File: src/verilog/dma_pkg.sv
package dma_pkg;
   // =====================================================
   // register indices (byte address is four times the index)
   localparam logic [7:0] IDX_D0_SRC_LO = 8'hc0;
   localparam logic [7:0] IDX_D0_SRC_HI = 8'hc2;
   localparam logic [7:0] IDX_D0_DST_LO = 8'hc4;
   localparam logic [7:0] IDX_D0_DST_HI = 8'hc6;
   localparam logic [7:0] IDX_D0_COUNT  = 8'hc8;
   localparam logic [7:0] IDX_D0_CTRL   = 8'hca;
   localparam logic [7:0] IDX_D1_SRC_LO = 8'hd0;
   localparam logic [7:0] IDX_D1_SRC_HI = 8'hd2;
   localparam logic [7:0] IDX_D1_DST_LO = 8'hd4;
   localparam logic [7:0] IDX_D1_DST_HI = 8'hd6;
   localparam logic [7:0] IDX_D1_COUNT  = 8'hd8;
   localparam logic [7:0] IDX_D1_CTRL   = 8'hda;
   // =====================================================
   // register select codes inside one channel (index bits 3:1)
   localparam logic [2:0] SEL_SRC_LO = 3'h0;
   localparam logic [2:0] SEL_SRC_HI = 3'h1;
   localparam logic [2:0] SEL_DST_LO = 3'h2;
   localparam logic [2:0] SEL_DST_HI = 3'h3;
   localparam logic [2:0] SEL_COUNT  = 3'h4;
   localparam logic [2:0] SEL_CTRL   = 3'h5;
   // =====================================================
   // control field positions
   localparam int DEST_SPACE_SELECT   = 15;
   localparam int DEST_STEP_DOWN      = 14;
   localparam int DEST_STEP_UP        = 13;
   localparam int SOURCE_SPACE_SELECT = 12;
   localparam int SOURCE_STEP_DOWN    = 11;
   localparam int SOURCE_STEP_UP      = 10;
   localparam int COUNT_END_STOP      = 9;
   localparam int DONE_IRQ_ENABLE     = 8;
   localparam int PACING_SELECT_HI    = 7;
   localparam int PACING_SELECT_LO    = 6;
   localparam int CHANNEL_PRIORITY    = 5;
   localparam int TIMER_PACING_ENABLE = 4;
   localparam int PIN_AS_IRQ          = 3;
   localparam int RUN_WRITE_GATE      = 2;
   localparam int CHANNEL_RUN         = 1;
   localparam int WORD_SIZE_SELECT    = 0;
   // =====================================================
   // pacing codes and reset values
   localparam logic [1:0]  PACE_FREE     = 2'b00;
   localparam logic [1:0]  PACE_SOURCE   = 2'b01;
   localparam logic [1:0]  PACE_DEST     = 2'b10;
   localparam logic [1:0]  PACE_RESERVED = 2'b11;
   localparam logic [15:0] CTRL_RESET    = 16'h00c0;
   localparam logic [15:0] REG_RESET     = 16'h0000;
   localparam int          HI_BITS       = 4;
   localparam int          SYNC_STAGES   = 2;
   // =====================================================
   // transfer sequencer states, gray order along the path
   typedef enum logic [1:0] {
      XFER_IDLE    = 2'b00,
      XFER_FETCH   = 2'b01,
      XFER_DEPOSIT = 2'b11,
      XFER_STEP    = 2'b10
   } xfer_state_t;
endpackage : dma_pkg

File: src/verilog/dma_sync2.sv
`timescale 1ns/100ps
// =====================================================
// two-stage synchroniser for pin levels
module dma_sync2 #(
   parameter int W = 2
) (
   input  wire logic         i_sys_clk,
   input  wire logic         i_rst_b,
   input  wire logic [W-1:0] i_async,
   output logic      [W-1:0] o_sync
);
   logic [W-1:0] meta_q;

   always_ff @(posedge i_sys_clk or negedge i_rst_b) begin
      if (!i_rst_b) begin
         meta_q <= '0;
         o_sync <= '0;
      end else begin
         meta_q <= i_async;
         o_sync <= meta_q;
      end
   end
endmodule : dma_sync2

File: src/verilog/dma_controller.sv
// The AHB-Lite interface to the registers was left to the implementer.
`timescale 1ns/100ps
// Functional notes
// - destination space bit 15: one selects memory, zero selects I/O.
// - source space bit 12: one selects memory, zero selects I/O.
// - destination steps down or up per bits 14/13; equal bits hold it.
// - pointers step independently, by two for words, one for bytes.
// - source bits 11/10 step the source pointer the same way.
// - count decrements after every transfer regardless of terminal-count bit.
// - free-running stops at zero; paced stops at zero only with bit 9.
// - completion interrupt needs both interrupt bit 8 and terminal-count bit.
// - pacing field 7-6 decode; ignored while timer pacing is enabled.
// - reset forces the pacing field to 11b.
// - simultaneous requests go to the channel with priority bit 5 set.
// - timer 2 requests accepted only while bit 4 is one.
// - bit 3 routes request pin to interrupt controller; channel ignores it.
// - run bit changes only with bit 2 set in same write; bit 2 reads zero.
// - writing run bit 1 starts the channel; reset clears it.
// - bit 0 selects word transfers; narrow bus forces bytes.
// - 20-bit pointer is the 4-bit high field above the 16-bit low register.
// - fetch drives source high bits on 19-16, low bits on 15-0.
// - deposit drives destination high bits on 19-16.
module dma_controller (
   input  wire logic        i_sys_clk,
   input  wire logic        i_rst_b,
   // ahb-lite slave
   input  wire logic        i_hsel,
   input  wire logic [31:0] i_haddr,
   input  wire logic [1:0]  i_htrans,
   input  wire logic        i_hwrite,
   input  wire logic [2:0]  i_hsize,
   input  wire logic [31:0] i_hwdata,
   input  wire logic        i_hready,
   output logic      [31:0] o_hrdata,
   output logic             o_hreadyout,
   output logic             o_hresp,
   // request sources
   input  wire logic [1:0]  i_drq,
   input  wire logic        i_timer2_req,
   input  wire logic        i_narrow_bus,
   output logic      [1:0]  o_pin_irq,
   output logic      [1:0]  o_done_irq,
   // system bus master
   output logic             o_bus_req,
   output logic      [19:0] o_bus_addr,
   output logic             o_bus_write,
   output logic             o_bus_mem,
   output logic             o_bus_word,
   output logic      [15:0] o_bus_wdata,
   input  wire logic        i_bus_ack,
   input  wire logic [15:0] i_bus_rdata
);
   // =====================================================
   // decoding helpers
   // returns {hit, channel, select}
   function automatic logic [4:0] reg_decode(input logic [31:0] addr);
      logic [7:0] idx;
      logic       ok;
      idx = addr[9:2];
      ok  = (addr[31:10] == 22'h0) && (addr[1:0] == 2'h0) && !idx[0]
            && (idx[3:1] <= dma_pkg::SEL_CTRL)
            && ((idx[7:4] == dma_pkg::IDX_D0_SRC_LO[7:4])
                || (idx[7:4] == dma_pkg::IDX_D1_SRC_LO[7:4]));
      reg_decode = {ok, idx[4], idx[3:1]};
   endfunction : reg_decode

   function automatic logic [19:0] ptr_step(input logic [19:0] ptr,
                                            input logic up,
                                            input logic down,
                                            input logic word);
      logic [19:0] amt;
      amt = word ? 20'h00002 : 20'h00001;
      if (up && !down) begin
         ptr_step = ptr + amt;
      end else if (down && !up) begin
         ptr_step = ptr - amt;
      end else begin
         ptr_step = ptr;
      end
   endfunction : ptr_step

   // =====================================================
   // storage
   logic [15:0] src_lo_q [2];
   logic [3:0]  src_hi_q [2];
   logic [15:0] dst_lo_q [2];
   logic [3:0]  dst_hi_q [2];
   logic [15:0] count_q  [2];
   logic [15:0] ctrl_q   [2];

   // sequencer state and the word held between fetch and deposit
   dma_pkg::xfer_state_t state_q;
   logic        act_q;
   logic [15:0] data_q;
   logic [1:0]  drq_s;
   logic [1:0]  want;
   logic        pick;
   // registered address phase of the register slave
   logic        wr_q;
   logic        wr_ch_q;
   logic [2:0]  wr_sel_q;
   logic        rd_q;
   logic [4:0]  rd_dec_q;
   // decode of the address phase now on the bus
   logic [4:0]  dec;
   logic        addr_ok;

   // pins come from outside, so they cross two flops first
   dma_sync2 #(
      .W(2)
   ) u_drq_sync (
      .i_sys_clk(i_sys_clk),
      .i_rst_b  (i_rst_b),
      .i_async  (i_drq),
      .o_sync   (drq_s)
   );

   // =====================================================
   // bus slave address phase
   assign dec     = reg_decode(i_haddr);
   assign addr_ok = i_hsel && i_htrans[1] && i_hready;

   // writes land one edge after their address phase, with no wait state
   always_ff @(posedge i_sys_clk or negedge i_rst_b) begin
      if (!i_rst_b) begin
         wr_q     <= 1'b0;
         wr_ch_q  <= 1'b0;
         wr_sel_q <= 3'h0;
         rd_q     <= 1'b0;
         rd_dec_q <= 5'h00;
      end else begin
         wr_q     <= addr_ok && i_hwrite && dec[4];
         wr_ch_q  <= dec[3];
         wr_sel_q <= dec[2:0];
         rd_q     <= addr_ok && !i_hwrite;
         rd_dec_q <= dec;
      end
   end

   // reads take one wait state so a write just ahead is already stored
   always_ff @(posedge i_sys_clk or negedge i_rst_b) begin
      if (!i_rst_b) begin
         o_hreadyout <= 1'b1;
         o_hrdata    <= 32'h00000000;
      end else if (addr_ok && !i_hwrite) begin
         o_hreadyout <= 1'b0;
      end else if (rd_q) begin
         o_hreadyout <= 1'b1;
         o_hrdata    <= 32'h00000000;
         if (rd_dec_q[4]) begin
            unique case (rd_dec_q[2:0])
               dma_pkg::SEL_SRC_LO: o_hrdata[15:0] <= src_lo_q[rd_dec_q[3]];
               dma_pkg::SEL_SRC_HI: o_hrdata[3:0]  <= src_hi_q[rd_dec_q[3]];
               dma_pkg::SEL_DST_LO: o_hrdata[15:0] <= dst_lo_q[rd_dec_q[3]];
               dma_pkg::SEL_DST_HI: o_hrdata[3:0]  <= dst_hi_q[rd_dec_q[3]];
               dma_pkg::SEL_COUNT:  o_hrdata[15:0] <= count_q[rd_dec_q[3]];
               default:             o_hrdata[15:0] <= ctrl_q[rd_dec_q[3]];
            endcase
         end
      end
   end

   // no access is ever refused, so the response stays okay
   always_ff @(posedge i_sys_clk or negedge i_rst_b) begin
      if (!i_rst_b) begin
         o_hresp <= 1'b0;
      end else begin
         o_hresp <= 1'b0;
      end
   end

   // =====================================================
   // per channel request qualification and registers
   for (genvar ch = 0; ch < 2; ch++) begin : g_ch
      logic [15:0] c;
      logic [15:0] cnt_nxt;
      logic        free_run;
      logic        stepping;
      logic        sw_wr;
      logic        stop;
      logic        pin_req;

      // free_run decides whether a zero count always ends the run
      assign c        = ctrl_q[ch];
      assign cnt_nxt  = count_q[ch] - 16'h0001;
      assign free_run = !c[dma_pkg::TIMER_PACING_ENABLE]
                        && (c[7:6] == dma_pkg::PACE_FREE);
      assign stepping = (state_q == dma_pkg::XFER_STEP) && (act_q == ch);
      assign sw_wr    = wr_q && (wr_ch_q == ch);
      assign stop     = (cnt_nxt == 16'h0000)
                        && (free_run || c[dma_pkg::COUNT_END_STOP]);
      assign pin_req  = drq_s[ch] && !c[dma_pkg::PIN_AS_IRQ];

      // with timer pacing off, the reserved pacing code never asks for the bus
      always_comb begin
         if (!c[dma_pkg::CHANNEL_RUN]) begin
            want[ch] = 1'b0;
         end else if (c[dma_pkg::TIMER_PACING_ENABLE]) begin
            want[ch] = i_timer2_req;
         end else begin
            unique case (c[7:6])
               dma_pkg::PACE_FREE:     want[ch] = 1'b1;
               dma_pkg::PACE_SOURCE:   want[ch] = pin_req;
               dma_pkg::PACE_DEST:     want[ch] = pin_req;
               dma_pkg::PACE_RESERVED: want[ch] = 1'b0;
            endcase
         end
      end

      // pointers; reset clears them to zero before software loads them
      always_ff @(posedge i_sys_clk or negedge i_rst_b) begin
         if (!i_rst_b) begin
            src_lo_q[ch] <= dma_pkg::REG_RESET;
            src_hi_q[ch] <= 4'h0;
            dst_lo_q[ch] <= dma_pkg::REG_RESET;
            dst_hi_q[ch] <= 4'h0;
         end else if (sw_wr && (wr_sel_q == dma_pkg::SEL_SRC_LO)) begin
            src_lo_q[ch] <= i_hwdata[15:0];
         end else if (sw_wr && (wr_sel_q == dma_pkg::SEL_SRC_HI)) begin
            src_hi_q[ch] <= i_hwdata[3:0];
         end else if (sw_wr && (wr_sel_q == dma_pkg::SEL_DST_LO)) begin
            dst_lo_q[ch] <= i_hwdata[15:0];
         end else if (sw_wr && (wr_sel_q == dma_pkg::SEL_DST_HI)) begin
            dst_hi_q[ch] <= i_hwdata[3:0];
         end else if (stepping) begin
            {src_hi_q[ch], src_lo_q[ch]} <= ptr_step({src_hi_q[ch], src_lo_q[ch]},
               c[dma_pkg::SOURCE_STEP_UP], c[dma_pkg::SOURCE_STEP_DOWN],
               o_bus_word);
            {dst_hi_q[ch], dst_lo_q[ch]} <= ptr_step({dst_hi_q[ch], dst_lo_q[ch]},
               c[dma_pkg::DEST_STEP_UP], c[dma_pkg::DEST_STEP_DOWN],
               o_bus_word);
         end
      end

      // in a paced run, a zero count with the end-stop bit clear wraps to all ones
      always_ff @(posedge i_sys_clk or negedge i_rst_b) begin
         if (!i_rst_b) begin
            count_q[ch] <= dma_pkg::REG_RESET;
         end else if (sw_wr && (wr_sel_q == dma_pkg::SEL_COUNT)) begin
            count_q[ch] <= i_hwdata[15:0];
         end else if (stepping) begin
            count_q[ch] <= cnt_nxt;
         end
      end

      // a software write wins over the completion stop in the same cycle
      always_ff @(posedge i_sys_clk or negedge i_rst_b) begin
         if (!i_rst_b) begin
            ctrl_q[ch] <= dma_pkg::CTRL_RESET;
         end else if (sw_wr && (wr_sel_q == dma_pkg::SEL_CTRL)) begin
            ctrl_q[ch] <= {i_hwdata[15:3], 1'b0,
                           i_hwdata[dma_pkg::RUN_WRITE_GATE]
                              ? i_hwdata[dma_pkg::CHANNEL_RUN]
                              : c[dma_pkg::CHANNEL_RUN],
                           i_hwdata[0]};
         end else if (stepping && stop) begin
            ctrl_q[ch][dma_pkg::CHANNEL_RUN] <= 1'b0;
         end
      end

      // done pulse lasts one cycle, the cycle after the step
      always_ff @(posedge i_sys_clk or negedge i_rst_b) begin
         if (!i_rst_b) begin
            o_done_irq[ch] <= 1'b0;
            o_pin_irq[ch]  <= 1'b0;
         end else begin
            o_done_irq[ch] <= stepping && (cnt_nxt == 16'h0000)
                              && c[dma_pkg::DONE_IRQ_ENABLE]
                              && c[dma_pkg::COUNT_END_STOP];
            o_pin_irq[ch]  <= drq_s[ch] && c[dma_pkg::PIN_AS_IRQ];
         end
      end
   end

   // =====================================================
   // arbitration: a tie on the priority bit falls to channel 0
   // pick is looked at only in idle; a late request waits for the next slot
   always_comb begin
      if (want[0] && want[1]) begin
         pick = ctrl_q[1][dma_pkg::CHANNEL_PRIORITY]
                && !ctrl_q[0][dma_pkg::CHANNEL_PRIORITY];
      end else begin
         pick = want[1];
      end
   end

   // =====================================================
   // transfer sequencer and bus master
   // o_bus_req stays high from fetch through deposit, so the pair is never split
   // the narrow-bus level is taken once at start so both halves agree on size
   always_ff @(posedge i_sys_clk or negedge i_rst_b) begin
      if (!i_rst_b) begin
         state_q     <= dma_pkg::XFER_IDLE;
         act_q       <= 1'b0;
         data_q      <= 16'h0000;
         o_bus_req   <= 1'b0;
         o_bus_addr  <= 20'h00000;
         o_bus_write <= 1'b0;
         o_bus_mem   <= 1'b0;
         o_bus_word  <= 1'b0;
         o_bus_wdata <= 16'h0000;
      end else begin
         unique case (state_q)
            dma_pkg::XFER_IDLE: begin
               if (|want) begin
                  state_q     <= dma_pkg::XFER_FETCH;
                  act_q       <= pick;
                  o_bus_req   <= 1'b1;
                  o_bus_write <= 1'b0;
                  o_bus_addr  <= {src_hi_q[pick], src_lo_q[pick]};
                  o_bus_mem   <= ctrl_q[pick][dma_pkg::SOURCE_SPACE_SELECT];
                  o_bus_word  <= ctrl_q[pick][dma_pkg::WORD_SIZE_SELECT]
                                 && !i_narrow_bus;
               end
            end
            dma_pkg::XFER_FETCH: begin
               if (i_bus_ack) begin
                  state_q     <= dma_pkg::XFER_DEPOSIT;
                  data_q      <= i_bus_rdata;
                  o_bus_wdata <= i_bus_rdata;
                  o_bus_write <= 1'b1;
                  o_bus_addr  <= {dst_hi_q[act_q], dst_lo_q[act_q]};
                  o_bus_mem   <= ctrl_q[act_q][dma_pkg::DEST_SPACE_SELECT];
               end
            end
            dma_pkg::XFER_DEPOSIT: begin
               o_bus_wdata <= data_q;
               if (i_bus_ack) begin
                  state_q     <= dma_pkg::XFER_STEP;
                  o_bus_req   <= 1'b0;
                  o_bus_write <= 1'b0;
               end
            end
            dma_pkg::XFER_STEP: begin
               state_q <= dma_pkg::XFER_IDLE;
            end
         endcase
      end
   end
endmodule : dma_controller

File: config.mk
export PLATFORM = sky130hd
export DESIGN_NAME = dma_controller
export DESIGN_NICKNAME = d
export VERILOG_FILES = /design/src/verilog/dma_pkg.sv /design/src/verilog/dma_sync2.sv /design/src/verilog/dma_controller.sv
export SDC_FILE = /design/constraint.sdc
export NUM_CORES = 1
export LEC_CHECK = 0
export ABC_AREA = 1
export BUFFER_PORTS_ARGS = -buffer_cell sky130_fd_sc_hd__buf_2
export CAP_MARGIN = 10
export CORE_MARGIN = 1
export CORE_UTILIZATION = 40
export DETAILED_ROUTE_END_ITERATION = 12
export PLACE_DENSITY = 0.61
export SYNTH_ARGS = -nofsm -noshare
export SYNTH_HDL_FRONTEND = slang
export SYNTH_SLANG_ARGS = --single-unit
File: constraint.sdc
create_clock -name i_sys_clk -period 5.45 [get_ports i_sys_clk]
set_input_delay 1.3625 -clock i_sys_clk [delete_from_list [all_inputs] [get_ports i_sys_clk]]
set_output_delay 1.3625 -clock i_sys_clk [all_outputs]
set_load 0.01 [all_outputs]
**Word-level counts from Yosys, hierarchy flattened**

Index checks and enable logic that the tools add are counted.

- Add/subtract/negate cells: 10
- Multipliers: 0
- Div/mod/pow operators: 0
- Magnitude comparators: 4
- Eq/ne operators: 37
- Shifts and indexed selects: 0
- Multiplexer cells: 112
- Bitwise gates (word level): 12
- Reductions and logical operators: 127

Operator list:

| operator | count |
|---|---|
| 16-bit two-way mux | 43 |
| 20-bit two-way mux | 10 |
| 4-bit two-way mux | 24 |
| 20-bit adder | 3 |
| 20-bit subtractor | 3 |
| 1-bit logical AND | 52 |
| 12-bit case mux with 4 select lines | 1 |
| 20-bit case mux with 2 select lines | 1 |
| 5-bit AND reduction | 8 |
| 13-bit two-way mux | 3 |
| 2-bit inequality test (second input constant) | 17 |
| 16-bit logical NOT | 2 |
| 16-bit case mux with 2 select lines | 1 |
| 2-bit nonzero test | 16 |
| 16-bit by 1-bit subtractor with 16-bit output (second input constant) | 2 |
| 3-bit nonzero test | 9 |
| 22-bit logical NOT | 1 |
| 20-bit by 2-bit adder with 20-bit output | 1 |
| 4-bit case mux with 5 select lines | 1 |
| 20-bit by 2-bit subtractor with 20-bit output | 1 |
| 1-bit two-way mux | 18 |
| 1-bit logical NOT | 16 |
| 2-bit == test (second input constant) | 6 |
| 3-bit by 2-bit == test with 1-bit output (second input constant) | 4 |
| other kinds (19) | 59 |

- Register bits: 237
- Bits in latches: 0
- Bits in writable memories: 0
- ROM bits: 0
- Input bits: 95
- Output and inout bits: 78
- Logic and storage cells: 338
- Memories: 0

**Logic depth before layout (Yosys ltp)**

- Depth after elaboration: 13
- Gate-level depth with buffers: 17
- Gate-level depth less buffers: 17

**By module**

Synthesis repeated with hierarchy kept, for this count alone.

- Cell total of the unflattened synthesis: 2406
- Area total of the unflattened synthesis: 16998.8 sq um

Modules (own cells, without submodules):

| module | times used | cells each | area an instance (sq um) | seq. area each (sq um) |
|---|---|---|---|---|
| dma_controller | 1 | 2402 | 16898.7 | 5736.8 |
| dma_sync2 | 1 | 4 | 100.1 | 100.1 |

**Worst setup path before layout**

OpenSTA, ideal clock, no wires.

- Path type: input -> register
- From: input port i_timer2_req
- To: register o_bus_addr[11]
- Library setup time: 83 ps
- Arrival time: 2430 ps
- Required time: 5367 ps
- Setup slack: 2938 ps
- Stages: 9
- Path buffers: 1
- Path through: inv_1 > a21oi_1 > o211ai_1 > nand2_1 > clkbuf_1 > nand2_1 > nand2_1 > a21oi_1 > o21ai_0

- Word-level cells in the longest chain between the ends: 10
- Elaborated cells on any way between the ends: 15
- Those cells by class: eq/ne (1); mux (10); bitwise (1); reduce/logical (3)

Ends and longest elaborated chain:

| item | RTL line | RTL |
|---|---|---|
| start, declared | dma_controller.sv:39 | `input wire logic i_timer2_req,` |
| 1-bit two-way mux | dma_controller.sv:198 | `end else if (c[dma_pkg::TIMER_PACING_ENABLE]) begin` |
| 1-bit two-way mux | dma_controller.sv:196 | `if (!c[dma_pkg::CHANNEL_RUN]) begin` |
| 1-bit logical AND | dma_controller.sv:279 | `if (want[0] && want[1]) begin` |
| 1-bit two-way mux | dma_controller.sv:279 |  |
| 1-bit NOT with 2-bit output (not written as such) | dma_controller.sv:310 | `o_bus_addr <= {src_hi_q[pick], src_lo_q[pick]};` |
| 16-bit two-way mux (not written as such) (3 in series) | dma_controller.sv:310 |  |
| 20-bit two-way mux | dma_controller.sv:305 | `if (\|want) begin` |
| 20-bit case mux with 2 select lines | dma_controller.sv:303 | `unique case (state_q)` |
| end signal, assigned | dma_controller.sv:310 |  |
| end signal, assigned | dma_controller.sv:322 | `o_bus_addr <= {dst_hi_q[act_q], dst_lo_q[act_q]};` |
| end, declared | dma_controller.sv:45 | `output logic [19:0] o_bus_addr,` |

Parallel ways exist; a longest one is shown, timed or not. The select of a mux whose other input is x is not followed.
A chain may end at the register's enable or synchronous reset.

==> reports/qor.yml <==
cts_sinks: 233
ioPinCount: 173
synth_top_family_by_area: "simple AND/OR/NAND/NOR gates"
antenna_cells: 0
synth.top_cells.by_count: "705 x nand2_1, 253 x inv_1, 228 x dfrtp_1"
synth_area_mm2: 0.0171
cts_tree: "built"
core_area_mm2: 0.0420
cts_buffers: 29
yosysUniqueCellTypes: 53
synth.avg_cell_area_um2: 6.92
cts_setup_buffers: 0
synth_fa_ha_area_share_pct: 6.61
cts_resized: 0
drt_iter0_markers: 1737
grt_pass1_wl_mm: 96.8
totalWireLength_mm: 63.3
critPathKind: "reg2reg"
synthArstFlopShare_pct: 100
synth_simple_gate_area_share_pct: 29.0
antenna_left: 0
dieArea_mm2: 0.0436
min_to: "u_drq_sync.o_sync[0]$_DFF_PN0_"
slew_headroom_pct: 22.6
drv_slew: 0
wire_per_inst_um: 20.2
status: "finished, final reports clean"
vdd_drop_max_v: 0.000278
h-tree-depth: 1
yosys.area.top_type_share_pct: 33.3
initial_utilization_pct: 40.7
fin_skew_ps: 32.7
antenna_found_initial: 0
hold_violations: 0
yosys_warnings: 0
clockRootBuffer: "clkbuf_16"
tightest_slew_ps: 1160
layout-drive-gt1-share_pct: 9.84
area_growth_syn_to_layout_pct: 12.3
drc: 0
nNetsFinal: 2763
power_density_mw_per_mm2: 279
grt_max_degree: 101
period_minus_slack_ps: 3290
viasPerCell: 5.64
ys.flop_type: "dfrtp_1"
num_vias: 17700
synth_xor_area_share_pct: 2.15
rsz0062_at_grt: "false"
overflow: 0
p_leak_nw: 9.34
hpwl_mm: 47.9
synth_edf_count: 0
ys_seq_elements: 233
fp-row-count: 75
first_global_vias: 16200
clk_path_buf_depth: 3
yosysMostFrequentCell: "nand2_1"
cp-end-kind: "flip-flop"
hold_start: "u_drq_sync.meta_q[0]$_DFF_PN0_"
drt_pass1_iterations: 6
grt_util_all_layers_pct: 28.9
synth_top_area_cell: "dfrtp_1"
reg2reg_from: "rd_dec_q[3]$_DFF_PN0_"
cp_max_fo: 57
yosys-top-cells-area: "dfrtp_1 33%, nand2_1 15%, ha_1 6.1%, a21oi_1 6.0%, o21ai_0 5.6%"
min_path_type: "reg2reg"
start_kind: "flip-flop"
finalSetupViolations: 0
rr_worst_depth: 8
cp.arrival_ps: 3750
synthCells: 2474
die_w_um: 209
gp_congestion: 0.992
insertion_delay_ps: 600
tns_ps: 0
clk_pin_slew_worst_paths_ps: 60
min_period_over_period_pct: 60.3
holdWs_ps: 349
io_buffers: 135
rrSetupSlack_ps: 2160
fmax_ghz: 0.304
drv_cap: 0
die_h_um: 209
r2r-end: "dst_hi_q[5]$_DFFE_PN0P_"
cts_hold_buf: 0
ys_seq_area_share_pct: 34.1
synthMuxAreaShare_pct: 0.577
synth-compound-area-share_pct: 19.1
crit_required_ps: 5910
holdPathStages: 0
-- sequential cells by signal, summed over array words and instances (netlist names), 5 cells and up --
signal	cells
data_q	16
o_bus_addr	20
o_hrdata	16
count_q	32
g_ch.c	30
dst_lo_q	32
src_lo_q	32
src_hi_q	8
rd_dec_q	5
dst_hi_q	8
o_bus_wdata	16
-- per-layer routing --
layer | GRT usage (%) | up-vias | wire (um)
met5 | 0 | - | 0
met4 | 11.7 | 0 | 2790
met3 | 4.25 | 111 | 4810
met2 | 44.0 | 745 | 27100
met1 | 40.9 | 8382 | 28600
li1 | - | 8477 | -
-- critical path, cell delays in order (launching register included) --
cell	delay, ps
dfrtp_2	410
inv_2	680
nand2_2	410
nor2_4	550
inv_1	420
nand3_1	420
a21oi_1	70
o21ai_0	110
nand2_1	60
-- per-stage QoR --
step | instances | util (%) | instance area [um^2] | worst slack [ps] | power (W)
2_1_floorplan | 2490 | - | 17200 | 2940 | 0.00281
3_3_place_gp | 3088 | 43.4 | 18200 | 2010 | 0.00328
3_5_place_dp | 3088 | 43.4 | 18200 | 2000 | 0.00330
6_report | 3140 | 45.7 | 19200 | 2160 | 0.00536
5_1_grt | 3140 | 45.7 | 19200 | 1890 | 0.00562
4_1_cts | 3140 | 45.7 | 19200 | 2170 | 0.00537
-- final cells by class --
cell class	instances	area (um^2)
Tap cell	539	674
Multi-Input combinational cell	1897	9900
Sequential cell	233	5840
Clock buffer	34	754
Inverter	272	1020
Timing Repair Buffer	147	788
Clock inverter	18	241
Fill cell	4353	22800
-- layout by cell type (no fill, tap or decap), types with 12 or more instances in the layout --
cell type	instances
nand3b_1	12
o22ai_1	14
dfrtp_1	227
o221ai_1	39
inv_2	16
o21ai_0	191
nor2_1	207
o21bai_1	20
nor3_1	14
conb_1	17
nand4_1	31
a21oi_1	206
xor2_1	31
o211ai_1	37
clkbuf_16	29
ha_1	84
nand3_1	167
buf_2	134
inv_1	253
nand2_1	705
-- where the power goes --
group,switching (W),leakage (nW),internal [W],total (W)
Clock,0.000838,0.481,0.00123,0.00207
Combinational,0.000722,6.41,0.000375,0.00110
Sequential,0.000201,2.45,0.00199,0.00220
Total,0.00176,9.34,0.00360,0.00536
-- cells by family (layout without fill, tap and decap cells) --
family,Yosys count,count (layout)
buffers and inverters,360,471
flip-flops,233,233
other,1,17
multiplexers,9,9
AO/OA/AOI/OAI,565,565
AND/OR/NAND/NOR,1176,1176
adder cells (fa/ha/maj),88,88
XOR/XNOR,42,42
-- worst max-delay path by stage --
stage                            endpoint                  start  cells past startpoint  slack (ps)
2_1_floorplan  o_bus_addr[11]$_DFFE_PN0P_           i_timer2_req                      9        2940
3_3_place_gp   o_bus_addr[16]$_DFFE_PN0P_           i_timer2_req                      9        2010
3_5_place_dp    o_bus_addr[0]$_DFFE_PN0P_           i_timer2_req                     10        2000
4_1_cts           dst_hi_q[6]$_DFFE_PN0P_  rd_dec_q[3]$_DFF_PN0_                      8        2170
5_1_grt           dst_hi_q[6]$_DFFE_PN0P_  rd_dec_q[3]$_DFF_PN0_                      8        1890
6_report          dst_hi_q[5]$_DFFE_PN0P_  rd_dec_q[3]$_DFF_PN0_                      8        2160
(Power assumes the default switching activity.)
